<file path="src/cmp_ctrl_pkg.sv">
// Purpose: shared constants and carrier types for the comparator register bank
// Assumes: 8-bit special function register bus, one system clock
// Notes:   offsets are byte addresses on that bus
package cmp_ctrl_pkg;

  // ----------------------------------------------------------------
  // register offsets
  // ----------------------------------------------------------------
  localparam logic [7:0] CMP_A_MUX_OFS  = 8'h9c;
  localparam logic [7:0] CTRL_OFS       = 8'h9d;
  localparam logic [7:0] MODE_OFS       = 8'h9e;
  localparam logic [7:0] CMP_B_MUX_OFS  = 8'h9f;

  // ----------------------------------------------------------------
  // control register fields
  // ----------------------------------------------------------------
  localparam int CTRL_ENABLE_BIT = 7;
  localparam int CTRL_RESULT_BIT = 6;
  localparam int CTRL_RISE_BIT   = 5;
  localparam int CTRL_FALL_BIT   = 4;
  localparam int CTRL_HYP_LSB    = 2;
  localparam int CTRL_HYN_LSB    = 0;

  // ----------------------------------------------------------------
  // mode register fields
  // ----------------------------------------------------------------
  localparam int MODE_RIE_BIT    = 5;
  localparam int MODE_FIE_BIT    = 4;
  localparam int MODE_RESP_LSB   = 0;
  // unused bits 7:6 and 3:2 take no write and read as zero
  localparam logic [7:0] MODE_WMASK   = 8'h33;

  // ----------------------------------------------------------------
  // reset values
  // ----------------------------------------------------------------
  localparam logic [7:0] CTRL_RESET   = 8'h00;
  localparam logic [7:0] MODE_RESET   = 8'h02;
  localparam logic [7:0] MUX_RESET    = 8'h77;
  localparam logic [7:0] MUX_WMASK    = 8'hff;
  localparam logic [7:0] UNMAPPED_RD  = 8'h00;

  // ----------------------------------------------------------------
  // carriers
  // ----------------------------------------------------------------
  typedef struct packed {
    logic       wr;
    logic       rd;
    logic [7:0] addr;
    logic [7:0] wdata;
  } sfr_req_s;

  typedef struct packed {
    logic       cmp_enable;
    logic [1:0] hyst_pos_sel;
    logic [1:0] hyst_neg_sel;
    logic [1:0] response_mode_sel;
  } analog_cfg_s;

  typedef struct packed {
    logic [3:0] neg_input_sel;
    logic [3:0] pos_input_sel;
  } mux_sel_s;

endpackage

</file>
<file path="src/cmp_result_edge.sv">
// Purpose: bring the asynchronous comparator result onto the system clock
// Assumes: result may change at any time relative to clock_in
// Notes:   rise and fall are one-cycle pulses taken from synchronised stages
`timescale 1ns/1ns
module cmp_result_edge #(
  parameter int SYNC_STAGES = 2
) (
  input  wire logic clock_in,
  input  wire logic reset_in,
  input  wire logic raw_in,
  output logic      result_out,
  output logic      rise_out,
  output logic      fall_out
);

  // ----------------------------------------------------------------
  // state
  // ----------------------------------------------------------------
  typedef struct packed {
    logic [SYNC_STAGES-1:0] sync;
    logic                   last;
  } edge_state_s;

  edge_state_s st_q;
  edge_state_s st_d;

  // fewer than two stages would let a metastable level reach the edge logic
  if (SYNC_STAGES < 2)
  begin : g_stage_check
    $error("cmp_result_edge needs at least two sync stages");
  end

  // the first stage feeds only the next stage, never the edge logic
  always_comb
  begin
    st_d      = st_q;
    st_d.sync = {st_q.sync[SYNC_STAGES-2:0], raw_in};
    st_d.last = st_q.sync[SYNC_STAGES-1];
  end

  always_ff @(posedge clock_in)
  begin
    if (reset_in)
      st_q <= '0;
    else
      st_q <= st_d;
  end

  assign result_out = st_q.sync[SYNC_STAGES-1];
  assign rise_out   = st_q.sync[SYNC_STAGES-1] & ~st_q.last;
  assign fall_out   = ~st_q.sync[SYNC_STAGES-1] & st_q.last;

endmodule // cmp_result_edge

</file>
<file path="src/sfr_byte_reg.sv">
// Purpose: one plain read/write register byte with a write mask
// Assumes: write_in is already decoded for this register
// Notes:   masked bits hold their reset value for ever
`timescale 1ns/1ns
module sfr_byte_reg #(
  parameter logic [7:0] RESET_VAL  = 8'h00,
  parameter logic [7:0] WRITE_MASK = 8'hff
) (
  input  wire logic       clock_in,
  input  wire logic       reset_in,
  input  wire logic       write_in,
  input  wire logic [7:0] wdata_in,
  output logic      [7:0] value_out
);

  typedef struct packed {
    logic [7:0] value;
  } byte_state_s;

  byte_state_s st_q;
  byte_state_s st_d;

  always_comb
  begin
    st_d = st_q;
    if (write_in)
      st_d.value = (wdata_in & WRITE_MASK) | (RESET_VAL & ~WRITE_MASK);
  end

  always_ff @(posedge clock_in)
  begin
    if (reset_in)
      st_q.value <= RESET_VAL;
    else
      st_q <= st_d;
  end

  assign value_out = st_q.value;

endmodule // sfr_byte_reg

</file>
<file path="src/comparator_control_regs.sv">
// Purpose: control and status registers of the second comparator, plus
//          the input multiplexer selections of both comparators
// Assumes: 8-bit register bus on clock_in; result arrives asynchronously
// Notes:   all outputs come from flip-flops; read data lag one cycle
//
// Overview of operation
// - comparator runs only while enable set
// - bit 6 reads live comparator result
// - rising result sets rise flag, bit 5
// - rise flag sticks until software writes zero
// - falling result sets fall flag, bit 4
// - fall flag sticks until software writes zero
// - positive hysteresis field bits 3:2 driven out
// - negative hysteresis field bits 1:0 driven out
// - mode bit 5 enables rise interrupt
// - mode bit 4 enables fall interrupt
// - mode bits 1:0 select response speed
// - unused mode bits read zero, ignore writes
// - each comparator has 4-bit positive select
// - each comparator has 4-bit negative select
// - both multiplexers select pins independently
`timescale 1ns/1ns
module comparator_control_regs (
  input  wire logic                    clock_in,
  input  wire logic                    reset_in,
  input  wire cmp_ctrl_pkg::sfr_req_s  sfr_req_in,
  input  wire logic                    cmp_raw_in,
  output logic                  [7:0]  sfr_rdata_out,
  output cmp_ctrl_pkg::analog_cfg_s    cmp_b_cfg_out,
  output cmp_ctrl_pkg::mux_sel_s       cmp_a_mux_out,
  output cmp_ctrl_pkg::mux_sel_s       cmp_b_mux_out,
  output logic                         cmp_pin_out,
  output logic                         cmp_irq_out
);

  // ----------------------------------------------------------------
  // state
  // ----------------------------------------------------------------
  typedef struct packed {
    logic       cmp_enable;
    logic       cmp_rise_flag;
    logic       cmp_fall_flag;
    logic [1:0] hyst_pos_sel;
    logic [1:0] hyst_neg_sel;
    logic       pin;
    logic       irq;
    logic [7:0] rdata;
  } ctrl_state_s;

  ctrl_state_s st_q;
  ctrl_state_s st_d;

  logic       cmp_result;
  logic       rise_pulse;
  logic       fall_pulse;
  logic [7:0] mode_value;
  logic [7:0] mux_a_value;
  logic [7:0] mux_b_value;
  logic       wr_ctrl;
  logic       wr_mode;
  logic       wr_mux_a;
  logic       wr_mux_b;
  logic       rd_ctrl;
  logic       rd_mode;
  logic       rise_irq_enable;
  logic       fall_irq_enable;

  // ----------------------------------------------------------------
  // address decode
  // ----------------------------------------------------------------
  function automatic logic hit(input logic [7:0] addr,
                               input logic [7:0] ofs);
    hit = (addr == ofs);
  endfunction

  assign wr_ctrl  = sfr_req_in.wr & hit(sfr_req_in.addr,
                                        cmp_ctrl_pkg::CTRL_OFS);
  assign wr_mode  = sfr_req_in.wr & hit(sfr_req_in.addr,
                                        cmp_ctrl_pkg::MODE_OFS);
  assign wr_mux_a = sfr_req_in.wr & hit(sfr_req_in.addr,
                                        cmp_ctrl_pkg::CMP_A_MUX_OFS);
  assign wr_mux_b = sfr_req_in.wr & hit(sfr_req_in.addr,
                                        cmp_ctrl_pkg::CMP_B_MUX_OFS);
  assign rd_ctrl  = sfr_req_in.rd & hit(sfr_req_in.addr,
                                        cmp_ctrl_pkg::CTRL_OFS);
  assign rd_mode  = sfr_req_in.rd & hit(sfr_req_in.addr,
                                        cmp_ctrl_pkg::MODE_OFS);

  // ----------------------------------------------------------------
  // result synchroniser and edge pulses
  // ----------------------------------------------------------------
  cmp_result_edge #(
    .SYNC_STAGES (2)
  ) u_edge (
    .clock_in   (clock_in),
    .reset_in   (reset_in),
    .raw_in     (cmp_raw_in),
    .result_out (cmp_result),
    .rise_out   (rise_pulse),
    .fall_out   (fall_pulse)
  );

  // ----------------------------------------------------------------
  // mode and multiplexer registers
  // ----------------------------------------------------------------
  sfr_byte_reg #(
    .RESET_VAL  (cmp_ctrl_pkg::MODE_RESET),
    .WRITE_MASK (cmp_ctrl_pkg::MODE_WMASK)
  ) u_mode (
    .clock_in  (clock_in),
    .reset_in  (reset_in),
    .write_in  (wr_mode),
    .wdata_in  (sfr_req_in.wdata),
    .value_out (mode_value)
  );

  // separate storage per comparator, so one select never touches the other
  sfr_byte_reg #(
    .RESET_VAL  (cmp_ctrl_pkg::MUX_RESET),
    .WRITE_MASK (cmp_ctrl_pkg::MUX_WMASK)
  ) u_mux_a (
    .clock_in  (clock_in),
    .reset_in  (reset_in),
    .write_in  (wr_mux_a),
    .wdata_in  (sfr_req_in.wdata),
    .value_out (mux_a_value)
  );

  sfr_byte_reg #(
    .RESET_VAL  (cmp_ctrl_pkg::MUX_RESET),
    .WRITE_MASK (cmp_ctrl_pkg::MUX_WMASK)
  ) u_mux_b (
    .clock_in  (clock_in),
    .reset_in  (reset_in),
    .write_in  (wr_mux_b),
    .wdata_in  (sfr_req_in.wdata),
    .value_out (mux_b_value)
  );

  assign rise_irq_enable = mode_value[cmp_ctrl_pkg::MODE_RIE_BIT];
  assign fall_irq_enable = mode_value[cmp_ctrl_pkg::MODE_FIE_BIT];

  // ----------------------------------------------------------------
  // next state
  // ----------------------------------------------------------------
  always_comb
  begin
    st_d = st_q;
    if (wr_ctrl)
    begin
      st_d.cmp_enable   = sfr_req_in.wdata[cmp_ctrl_pkg::CTRL_ENABLE_BIT];
      st_d.hyst_pos_sel = sfr_req_in.wdata[cmp_ctrl_pkg::CTRL_HYP_LSB +: 2];
      st_d.hyst_neg_sel = sfr_req_in.wdata[cmp_ctrl_pkg::CTRL_HYN_LSB +: 2];
      st_d.cmp_rise_flag = sfr_req_in.wdata[cmp_ctrl_pkg::CTRL_RISE_BIT];
      st_d.cmp_fall_flag = sfr_req_in.wdata[cmp_ctrl_pkg::CTRL_FALL_BIT];
    end
    // an edge in the same cycle as a clearing write still sets the flag
    if (rise_pulse)
      st_d.cmp_rise_flag = 1'b1;
    if (fall_pulse)
      st_d.cmp_fall_flag = 1'b1;

    // a disabled comparator routed to a pin shows low
    st_d.pin = st_q.cmp_enable & cmp_result;

    st_d.irq = (st_q.cmp_rise_flag & rise_irq_enable) |
               (st_q.cmp_fall_flag & fall_irq_enable);

    if (sfr_req_in.rd)
    begin
      unique case (1'b1)
        rd_ctrl:
          st_d.rdata = {st_q.cmp_enable, cmp_result,
                        st_q.cmp_rise_flag, st_q.cmp_fall_flag,
                        st_q.hyst_pos_sel, st_q.hyst_neg_sel};
        rd_mode:
          st_d.rdata = mode_value & cmp_ctrl_pkg::MODE_WMASK;
        hit(sfr_req_in.addr, cmp_ctrl_pkg::CMP_A_MUX_OFS):
          st_d.rdata = mux_a_value;
        hit(sfr_req_in.addr, cmp_ctrl_pkg::CMP_B_MUX_OFS):
          st_d.rdata = mux_b_value;
        default:
          st_d.rdata = cmp_ctrl_pkg::UNMAPPED_RD;
      endcase
    end
  end

  always_ff @(posedge clock_in)
  begin
    if (reset_in)
    begin
      st_q       <= '0;
      st_q.rdata <= cmp_ctrl_pkg::CTRL_RESET;
    end
    else
      st_q <= st_d;
  end

  // ----------------------------------------------------------------
  // outputs
  // ----------------------------------------------------------------
  assign sfr_rdata_out = st_q.rdata;
  assign cmp_pin_out   = st_q.pin;
  assign cmp_irq_out   = st_q.irq;

  assign cmp_b_cfg_out.cmp_enable        = st_q.cmp_enable;
  assign cmp_b_cfg_out.hyst_pos_sel      = st_q.hyst_pos_sel;
  assign cmp_b_cfg_out.hyst_neg_sel      = st_q.hyst_neg_sel;
  assign cmp_b_cfg_out.response_mode_sel =
    mode_value[cmp_ctrl_pkg::MODE_RESP_LSB +: 2];

  assign cmp_a_mux_out = mux_a_value;
  assign cmp_b_mux_out = mux_b_value;
endmodule // comparator_control_regs

</file>
<file path="config.mk">
export PLATFORM = sky130hd
export DESIGN_NAME = comparator_control_regs
export DESIGN_NICKNAME = d
export VERILOG_FILES = /design/src/cmp_ctrl_pkg.sv /design/src/cmp_result_edge.sv /design/src/sfr_byte_reg.sv /design/src/comparator_control_regs.sv
export SDC_FILE = /design/constraint.sdc
export NUM_CORES = 1
export LEC_CHECK = 0
export BUFFER_PORTS_ARGS = -buffer_cell sky130_fd_sc_hd__buf_2
export CAP_MARGIN = 20
export CORE_MARGIN = 3
export CORE_UTILIZATION = 30
export CTS_CLUSTER_SIZE = 40
export DETAILED_ROUTE_END_ITERATION = 8
export GPL_TIMING_DRIVEN = 0
export PLACE_DENSITY_LB_ADDON = 0.08
export SLEW_MARGIN = 20
export SYNTH_ARGS = -nofsm -noshare
export SYNTH_HDL_FRONTEND = slang
export SYNTH_SLANG_ARGS = --single-unit
</file>
<file path="constraint.sdc">
create_clock -name clock_in -period 1 [get_ports clock_in]
set_input_delay 0.15 -clock clock_in [delete_from_list [all_inputs] [get_ports clock_in]]
set_output_delay 0.15 -clock clock_in [all_outputs]
set_load 0.05 [all_outputs]
</file>
==> results of run 1 <==
worst max-delay path: stages, from the launching register on:
cell and delay (ns):
dfxtp_4 0.35, mux4_2 0.49, a22o_1 0.19
cell type report:
cell class	count	area share [%]
repair buffers	60	21.4
flip-flops and latches	40	30.9
well taps	75	3.34
plain buffers	18	5.78
clock buffers	6	2.58
multi-input cells	121	34.8
clock inverters	2	1.25
how the worst max path moves through the flow:
| stage | slack [ns] | end | from |
|---|---|---|---|
| global route | -0.16 | sfr_rdata_out[5] | u_mux_b.value_out[5] |
| CTS | -0.13 | sfr_rdata_out[1] | u_mux_b.value_out[1] |
| global placement | -0.42 | sfr_rdata_out[6] | sfr_req_in[9] |
| detailed placement | -0.39 | sfr_rdata_out[2] | sfr_req_in[9] |
| floorplan | -0.14 | sfr_rdata_out[0] | u_mux_b.value_out[0] |
| finish | -0.14 | sfr_rdata_out[1] | u_mux_b.value_out[1] |
registers in the layout, summed over array words and instances, names as in the netlist:
name and flops:
u_mux_b.value_out 8, u_mux_a.value_out 8, u_edge.st_d 1, cmp_pin_out 1, st_q 2, cmp_irq_out 1, sfr_rdata_out 8, cmp_b_cfg_out 5
u_edge.st_q 1, u_mode.value_out 4, u_edge.result_out 1
timing repair:
action	4_1_cts	5_1_grt
setup buffers	4	4
gates resized for setup	101	28
pin swaps	1	2
setup endpoints to repair	49	41
cells in the mapped netlist (2+ instances only):
cell / number / share of area, %
a31oi_1: 3 / 0.99
mux2_2: 4 / 2.4
a22o_1: 4 / 1.9
nor2b_1: 5 / 1.7
buf_2: 5 / 1.3
and3b_1: 2 / 0.93
buf_4: 17 / 6.8
dfxtp_1: 40 / 42
a22oi_1: 5 / 2.0
mux2i_1: 18 / 9.5
nor2_1: 21 / 4.2
nand2b_1: 12 / 4.0
clkbuf_1: 3 / 0.60
mux4_2: 4 / 4.8
o31ai_1: 8 / 3.2
nand4_1: 7 / 2.3
nand3_1: 2 / 0.53
nand2_1: 4 / 0.79
a21oi_1: 7 / 1.9
o21ai_1: 4 / 1.1
cell families (layout without fill, tap and decap cells):
logic type	after synthesis	after routing	share of synthesized area (%)
multiplexers	26	26	16.7
buffers and inverters	25	86	8.67
AO/OA/AOI/OAI	32	32	11.3
flip-flops	40	40	42.4
AND/OR/NAND/NOR	63	63	21.0
metrics by stage:
stage / power [mW] / TNS (ns) / utilization [%] / instance area [sq um] / hold WS, ns
after floorplan: 1.79 / -0.793 / - / 1950 / 0.229
after global placement: 1.91 / -11.38 / 38.3 / 2310 / 0.364
after detailed placement: 1.91 / -11.04 / 38.3 / 2310 / 0.366
after CTS: 3.24 / -0.901 / 45.0 / 2710 / 0.0574
after global routing: 3.38 / -1.25 / 46.7 / 2810 / 0.0840
final: 3.21 / -0.735 / 46.7 / 2810 / 0.0658
per-layer routing:
layer,global-route usage (%),routed length [microns]
met5,0,0
met4,3.88,40
met3,3.98,254
met2,22.1,2370
met1,21.1,2570
where the power goes:
group          internal, mW  total [mW]  switching [mW]
clock                 0.741        1.32           0.574
sequential             1.57        1.58         0.00729
combinational         0.136       0.314           0.178
==> summary.txt, run 1 <==
Outcome
  – Status: finished, violations left
  – Violated checks: negative setup slack

Clock tree
  – # clock sinks: 40
  – Hold buffer count at cts: 0
  – TritonCTS Buffers: 5
  – Clk root buf: clkbuf_8
  – CTS max path bufs: 2
  – Clk Latency, worst-skew pair: around 0.29 ns
  – Clock Pin Slew Worst Setup and Hold Paths: 0.08 ns
  – H-tree lvl count: 2
  – CTS tree: done

Power and ir drop
  – P_leak: between 1 and 1.5 nW
  – Peak VDD IR: 0.514 mV
  – Pwr per Cell Area: between 1000 and 1500 nW/um^2

Place
  – Dpl hpwl: between 3000 and 4000 microns
  – Placed cells: between 300 and 400
  – Post-Place Worst Slack: -0.393 ns
  – RD Place Congestion: around 0.77
  – Port Buf Inserts: 52

Layout
  – Nets: 267
  – Leading cell type in the layout, fill and taps excluded: buf_6
  – Area grow syn2layout: 48.8%
  – Most frequent cells in the layout: buf_6 (24), dfxtp_2 (21), buf_2 (20), nor2_1 (20)
  – Register area: slightly below 900 sq um
  – Area of the multi-input gates: slightly below 1000 sq um
  – Fillers: 576
  – Final non-filler cell total: 322
  – Layout cells sized above 1: 55.1%
  – Antenna cell count: 0

Worst hold path
  – Hold path depth: 2
  – Min-Delay Endpoint: u_edge.st_d[2]
  – Hold crit path type: primary input to flip-flop
  – HP Start: cmp_raw_in

Synthesis
  – FF+latch count, synth: 40
  – Yosys Warn Count: 0
  – Syn_area_per_cell: 10.2 sq um
  – Syn_nets: ~210
  – Netlist Area Pre-Place: ~1900 sq um
  – Cell variety after synth: 31
  – Share of flip-flops with an asynchronous set or reset: 0%
  – Post-synth EDFFs: 0
  – Main synth FF type: dfxtp_1
  – Sequential share of the synthesized area: ~42%
  – Post-Synthesis Cells: 186

Setup path
  – Worst EP required: 1.19 ns
  – Crit-path max FO: 3
  – R2r startpoint: u_mux_b.value_out[1]
  – Crit Path Category: flip-flop to flip-flop
  – CP arrival: 1.32 ns
  – Reg2Reg Capture Point: sfr_rdata_out[1]
  – R2R Setup Slk: -0.14 ns
  – CP startpoint kind: flip-flop
  – Worst r2r path cells: 2
  – Critical path capture point type: flip-flop

STA
  – Worst setup margin: -0.138 ns
  – Actual slew at the worst max-slew pin: about 0.52 ns
  – Fmax: 879 MHz
  – Fin. Hold Viols: 0
  – Final setup viols: 13
  – Clk_skew: ~0.0036 ns
  – Slew Limit Fails: 0
  – Tcrit/Tclk final: 114%
  – Unrepaired setup endpoints after global routing: true
  – Slew HR: between 60% and 70%
  – Final worst path period need: 1.14 ns

Detailed routing
  – Total number of vias: about 1,600
  – Post-route ant nets: 0
  – Drt wl/cell: 16.2 microns
  – Iteration-0 DRC Markers: 67
  – Vias per cell: about 5
  – Pre-antenna DRT Iters: 4
  – DRC violations left: 0
  – Final WL: about 5200 microns

Floorplanning
  – Chip height: ~85 microns
  – Total die area: around 7300 sq um
  – Initial Utilization: a little under a third
  – Area of the core: approximately 6000 sq um
  – Die Wd: 85.4 microns
  – Row Count: 28
  – I/O pins: 54

Global route
  – First-pass GRT wire length: 8240 microns
  – GRT overflow: 0
  – Vias in the first global route: 1,539
  – Largest net degree at the start of global routing: 13
  – Initial antenna violation count: 0
  – Gr usage total: approximately 15%

Run
  – Max_cap viols: 0
No activity file was read; power rests on OpenSTA's default activity.
==> inputs of run 2 (changes only) <==
--- a/config.mk
+++ b/config.mk
@@ -7,13 +7,12 @@
 export LEC_CHECK = 0
 export BUFFER_PORTS_ARGS = -buffer_cell sky130_fd_sc_hd__buf_2
 export CAP_MARGIN = 20
-export CORE_MARGIN = 3
+export CORE_MARGIN = 2
 export CORE_UTILIZATION = 30
 export CTS_CLUSTER_SIZE = 40
 export DETAILED_ROUTE_END_ITERATION = 8
 export GPL_TIMING_DRIVEN = 0
 export PLACE_DENSITY_LB_ADDON = 0.08
-export SLEW_MARGIN = 20
 export SYNTH_ARGS = -nofsm -noshare
 export SYNTH_HDL_FRONTEND = slang
 export SYNTH_SLANG_ARGS = --single-unit
==> constraint.sdc (replaced) <==
create_clock -name clock_in -period 0.92 [get_ports clock_in]
set_input_delay 0.138 -clock clock_in [delete_from_list [all_inputs] [get_ports clock_in]]
set_output_delay 0.138 -clock clock_in [all_outputs]
set_load 0.05 [all_outputs]
==> summary.txt, run 2 (synthesis gave the netlist of run 1 again) <==
Outcome
  – Status: finished, violations left
  – Violated checks: negative setup slack

Setup path
  – CP startpoint kind: flip-flop
  – Cell Chain, Critical Path: mux4_2 -> a22o_1
  – Worst EP required: 1.11 ns (-0.08 ns)
  – Critical path capture point type: flip-flop
  – Crit-path max FO: 2 (-1)
  – Crit Path Category: flip-flop to flip-flop
  – Slowest stage delay, CP: 0.51 ns (+0.02 ns)
  – CP arrival: 1.33 ns (about the same)
  – Slowest stage cell, crit path: mux4_2

Global route
  – GRT overflow: 0 (unchanged)
  – Initial antenna violation count: 0 (unchanged)
  – Vias in the first global route: 1,604 (+4.2%)
  – First-pass GRT wire length: 8760 microns (+6.3%)
  – Gr usage total: 16.0% (+1.2 points)
  – Largest net degree at the start of global routing: 12 (-1)

STA
  – Final setup viols: 30 (+17)
  – Slew HR: 64.3% (-1.1 points)
  – Final worst path period need: 1.14 ns (+0.00350 ns)
  – Unrepaired setup endpoints after global routing: true
  – Actual slew at the worst max-slew pin: 0.533 ns (+0.0144 ns)
  – Clk_skew: 0.00785 ns (+0.00425 ns)
  – Fin Setup TNS: -2.27 ns (-1.53 ns)
  – Fmax: 876 MHz (-0.31%)
  – Slew Limit Fails: 0 (unchanged)
  – Worst setup margin: -0.221 ns (-0.0835 ns)
  – Fin. Hold Viols: 0 (unchanged)
  – Tcrit/Tclk final: 124% (+10 points)

Power and ir drop
  – Register share of total power: 52.1% (+2.9 points)
  – P_leak: 1.24 nW (+5.6%)
  – Clock share of power: 36.9% (-4.1 points)
  – Sw Ratio: 24.7% (+0.99 points)
  – Pwr per Cell Area: 1110 nW/um^2 (-2.3%)
  – Sw Pwr: 0.813 mW (+6.9%)
  – Peak VDD IR: 0.729 mV (+42%)
  – Comb pwr share: 11.0% (+1.2 points)
  – Internal power: 2.48 mW (+1.3%)

Detailed routing
  – DRC violations left: 0 (unchanged)
  – Post-route ant nets: 0 (unchanged)
  – Drt wl/cell: 16.0 microns (-1.4%)
  – Iteration-0 DRC Markers: 41 (-39%)
  – Vias per cell: 4.99 (+0.44%)
  – Final WL: 5270 microns (+0.76%)
  – Total number of vias: 1,641 (+2.6%)
  – Pre-antenna DRT Iters: 5 (+1)

Layout
  – Layout cells sized above 1: 59.1% (+4.0 points)
  – Area grow syn2layout: 56.3%
  – Most frequent cells in the layout: buf_8 (32), dfxtp_2 (23), nor2_1 (20)
  – Antenna cell count: 0 (unchanged)
  – Fillers: 557 (-3.3%)
  – Utilization after layout: 49.3% (+2.6 points)
  – Nets: 274 (+2.6%)
  – Leading cell type in the layout, fill and taps excluded: buf_8

Place
  – RD Place Congestion: 0.755 (-2.5%)
  – Post-Place Worst Slack: -0.463 ns (-0.0695 ns)
  – Dpl hpwl: 3610 microns (-4.1%)
  – Port Buf Inserts: 52 (unchanged)

Clock tree
  – Clk root buf: clkbuf_8
  – TritonCTS Buffers: 5 (unchanged)
  – H-tree lvl count: 2 (unchanged)
  – CTS tree: done
  – Clk Latency, worst-skew pair: 0.29 ns (about the same)
  – # clock sinks: 40 (unchanged)
  – Hold buffer count at cts: 0 (unchanged)
  – Clock Pin Slew Worst Setup and Hold Paths: 0.08 ns (about the same)
  – CTS max path bufs: 2 (unchanged)

Floorplanning
  – Row Count: 28 (unchanged)
  – I/O pins: 54 (unchanged)
  – Area of the core: 5990 sq um (-0.58%)
  – Total die area: 6950 sq um (-4.6%)
  – Initial Utilization: 31.6% (+0.18 points)
  – Die Wd: 83.4 microns (-2.3%)
  – Chip height: 83.4 microns (-2.3%)

Run
  – Max_cap viols: 0 (unchanged)

Worst hold path
  – Hold crit path type: primary input to flip-flop
run 2: final timing paths:
kind	cells past startpoint	from	endpoint	slack (ns)
setup / recovery	2	u_mux_b.value_out[5]	sfr_rdata_out[5]	-0.22
hold / removal	2	cmp_raw_in	u_edge.st_d[2]	0.06
setup reg to reg	2	u_mux_b.value_out[5]	sfr_rdata_out[5]	-0.22
hold reg to reg	1	u_edge.st_d[2]	u_edge.result_out	0.44
run 2: metal layers:
metal,global-route usage [%],wire length (microns),share of wire (%),vias up
met1,23.1,2540,48,782
met5,0,0,0,-
met3,3.38,275,5.2,7
met2,24.0,2400,45,55
met4,4.47,59,1.1,0
li1,-,-,-,797
run 2: critical path, delay by kind of cell, from the launching register on:
kind / cells / cell delay [ns]
muxes: 1 / 0.51
DFF: 1 / 0.34
AOI/OAI and AO/OA: 1 / 0.19
run 2: power by group through the flow:
stage / Clock (mW) / Combinational (mW) / Sequential [mW]
final: 1.22 / 0.361 / 1.72
after global routing: 1.34 / 0.393 / 1.72
after CTS: 1.26 / 0.351 / 1.72
after detailed placement: 0 / 0.322 / 1.77
after global placement: 0 / 0.324 / 1.77
after floorplan: 0 / 0.191 / 1.77
run 2: repair_timing:
| item | CTS | global route |
|---|---|---|
| endpoints found under the setup margin | 63 | 58 |
| pin swaps | 3 | 2 |
| hold endpoints to repair | 0 | 0 |
| gates resized for setup | 137 | 18 |
| cloned | 0 | 0 |
| buffers inserted | 10 | 4 |
run 2: final cells by class:
cell class,count,area (sq um),area share [%]
Buffer,19,184,6.23
Clock buffer,8,90.1,3.05
Multi-Input combinational cell,121,1010,34.2
Sequential cell,40,871,29.5
Tap cell,75,93.8,3.18
Timing Repair Buffer,66,706,23.9
run 2: through the flow:
| step | area, sq um | power [mW] | cells | hold WS (ns) |
|---|---|---|---|---|
| after floorplan | 1980 | 1.96 | 186 | 0.217 |
| after detailed placement | 2330 | 2.09 | 313 | 0.352 |
| after CTS | 2890 | 3.33 | 326 | 0.0520 |
| after global placement | 2330 | 2.09 | 313 | 0.348 |
| after global routing | 2950 | 3.45 | 329 | 0.0810 |
| final | 2950 | 3.29 | 329 | 0.0616 |
==> inputs of run 3 (changes only) <==
--- a/config.mk
+++ b/config.mk
@@ -12,6 +12,7 @@
 export CTS_CLUSTER_SIZE = 40
 export DETAILED_ROUTE_END_ITERATION = 8
 export GPL_TIMING_DRIVEN = 0
+export HOLD_SLACK_MARGIN = 0.12
 export PLACE_DENSITY_LB_ADDON = 0.08
 export SYNTH_ARGS = -nofsm -noshare
 export SYNTH_HDL_FRONTEND = slang
==> summary.txt, run 3 (synthesis gave the netlist of run 1 again) <==
Run
  – Max_cap viols: 0 (unchanged)

Clock tree
  – H-tree lvl count: 2 (unchanged)
  – Clk Latency, worst-skew pair: 0.29 ns (about the same)
  – Clock Pin Slew Worst Setup and Hold Paths: 0.08 ns (about the same)
  – Clk root buf: clkbuf_8
  – CTS max path bufs: 2 (unchanged)
  – # clock sinks: 40 (unchanged)
  – CTS tree: done
  – TritonCTS Buffers: 5 (unchanged)

Power and ir drop
  – Sw Ratio: 24.5% (-0.14 points)
  – Sw Pwr: 0.810 mW (-0.32%)
  – Pwr per Cell Area: 1100 nW/um^2 (-1.2%)
  – P_leak: 1.26 nW (+1.3%)
  – Comb pwr share: 11.4% (+0.4 points)
  – Register share of total power: 52.0% (about the same)
  – Clock share of power: 36.6% (-0.3 points)
  – Peak VDD IR: 0.731 mV (+0.22%)
  – Overall Power: 3.30 mW (+0.27%)
  – Internal power: 2.49 mW (+0.46%)

Worst hold path
  – Hold path depth: 3 (+1)
  – Hold crit path type: primary input to flip-flop
  – HP Start: sfr_req_in[6]
  – Min-Delay Endpoint: u_mux_b.value_out[6]

STA
  – Actual slew at the worst max-slew pin: 0.530 ns (-0.00273 ns)
  – Final setup viols: 30 (unchanged)
  – Final worst path period need: 1.14 ns (-0.00160 ns)
  – Fmax: 877 MHz (+0.14%)
  – Slew HR: 64.5% (+0.18 points)
  – Tcrit/Tclk final: 124% (-0.17 points)
  – Unrepaired setup endpoints after global routing: true
  – Fin. Hold Viols: 0 (unchanged)
  – Worst setup margin: -0.220 ns (+0.00160 ns)
  – Slew Limit Fails: 0 (unchanged)
  – Clk_skew: 0.00638 ns (-0.00147 ns)

Setup path
  – Crit Path Category: flip-flop to flip-flop
  – R2r startpoint: u_mux_b.value_out[5]
  – CP startpoint kind: flip-flop
  – R2R Setup Slk: -0.22 ns (about the same)
  – Crit-path max FO: 2 (unchanged)
  – Critical path capture point type: flip-flop
  – CP arrival: 1.33 ns (about the same)
  – Worst r2r path cells: 2 (unchanged)
  – Worst EP required: 1.11 ns (about the same)
  – Reg2Reg Capture Point: sfr_rdata_out[5]

Layout
  – Antenna cell count: 0 (unchanged)
  – Register area: 871 sq um (unchanged)
  – Layout cells sized above 1: 58.5% (-0.53 points)
  – Area of the multi-input gates: 1010 sq um (+0.25%)
  – Final non-filler cell total: 333 (+1.2%)
  – Nets: 278 (+1.5%)
  – Most frequent cells in the layout: buf_8 (32), dfxtp_2 (23), nor2_1 (19)
  – Leading cell type in the layout, fill and taps excluded: buf_8
  – Fillers: 553 (-0.72%)
  – Area grow syn2layout: 58.5%

Detailed routing
  – Iteration-0 DRC Markers: 54 (+32%)
  – Drt wl/cell: 16.0 microns (+0.13%)
  – Final WL: 5340 microns (+1.3%)
  – Total number of vias: 1,652 (+0.67%)
  – DRC violations left: 0 (unchanged)
  – Post-route ant nets: 0 (unchanged)
  – Vias per cell: 4.96 (-0.54%)
  – Pre-antenna DRT Iters: 4 (-1)

Global route
  – Vias in the first global route: 1,635 (+1.9%)
  – GRT overflow: 0 (unchanged)
  – Gr usage total: 16.1% (+0.12 points)
  – First-pass GRT wire length: 8830 microns (+0.87%)
  – Largest net degree at the start of global routing: 12 (unchanged)
  – Initial antenna violation count: 0 (unchanged)

Floorplanning
  – Total die area: 6950 sq um (unchanged)
  – Area of the core: 5990 sq um (unchanged)
  – Initial Utilization: 31.6% (unchanged)
  – I/O pins: 54 (unchanged)
  – Chip height: 83.4 microns (unchanged)
  – Die Wd: 83.4 microns (unchanged)
  – Row Count: 28 (unchanged)

Place
  – Port Buf Inserts: 52 (unchanged)
  – RD Place Congestion: 0.755 (unchanged)
  – Dpl hpwl: 3610 microns (unchanged)
  – Placed cells: 313 (unchanged)

Outcome
  – Status: finished, violations left
  – Violated checks: negative setup slack
run 3: cell types whose count changed in the layout (fill, tap and decap cells not counted), sizes merged:
cell / change
dlygate4sd3: +4
run 3: power groups by stage:
stage	combinational (mW)	clock (mW)	sequential (mW)
2_1_floorplan	0.191	0	1.77
3_3_place_gp	0.324	0	1.77
3_5_place_dp	0.322	0	1.77
4_1_cts	0.364	1.26	1.72
5_1_grt	0.408	1.34	1.72
6_report	0.376	1.21	1.72
run 3: routing by layer:
layer  track usage (%)  up-vias  share of wire [%]
met2              24.5       50                 46
met1              23.1      794                 49
met4              4.47        0               0.92
li1                  -      803                  -
met5                 0        -                  0
met3              3.28        5                4.8
run 3: per-stage QoR:
stage / util [%] / instance area (sq um) / hold slack [ns] / setup WS (ns) / setup TNS [ns]
2_1_floorplan: - / 1980 / 0.217 / -0.221 / -2.15
3_3_place_gp: 39.0 / 2330 / 0.348 / -0.460 / -13.34
3_5_place_dp: 39.0 / 2330 / 0.352 / -0.463 / -13.35
4_1_cts: 48.8 / 2930 / 0.121 / -0.204 / -2.45
5_1_grt: 50.0 / 3000 / 0.142 / -0.239 / -3.51
6_report: 50.0 / 3000 / 0.126 / -0.220 / -2.26
run 3: cell type report:
cell class                      instances  area share [%]
Multi-Input combinational cell        121            33.8
Buffer                                 19            6.14
Sequential cell                        40            29.1
Clock buffer                            8            3.01
Timing Repair Buffer                   70            24.9
Tap cell                               75            3.13
run 3: timing repair:
item,4_1_cts,5_1_grt
hold buffers,4,0
hold endpoints to repair,5,0
pin swaps,3,2
buffers inserted,10,4
endpoints found under the setup margin,63,59
resized for setup,137,19
run 3: worst max path at each step:
stage | from | endpoint | slack (ns) | cells past startpoint
floorplan | u_mux_b.value_out[0] | sfr_rdata_out[0] | -0.22 | 2
global placement | sfr_req_in[13] | u_mux_b.value_out[1] | -0.46 | 4
detailed placement | sfr_req_in[13] | u_mux_b.value_out[2] | -0.46 | 4
CTS | u_mux_a.value_out[5] | sfr_rdata_out[5] | -0.20 | 2
global route | u_mux_b.value_out[5] | sfr_rdata_out[5] | -0.24 | 2
finish | u_mux_b.value_out[5] | sfr_rdata_out[5] | -0.22 | 2
run 3: critical path, stage by stage, from the launching register on:
cell,delay (ns)
dfxtp_4,0.34
mux4_2,0.51
a22o_1,0.19
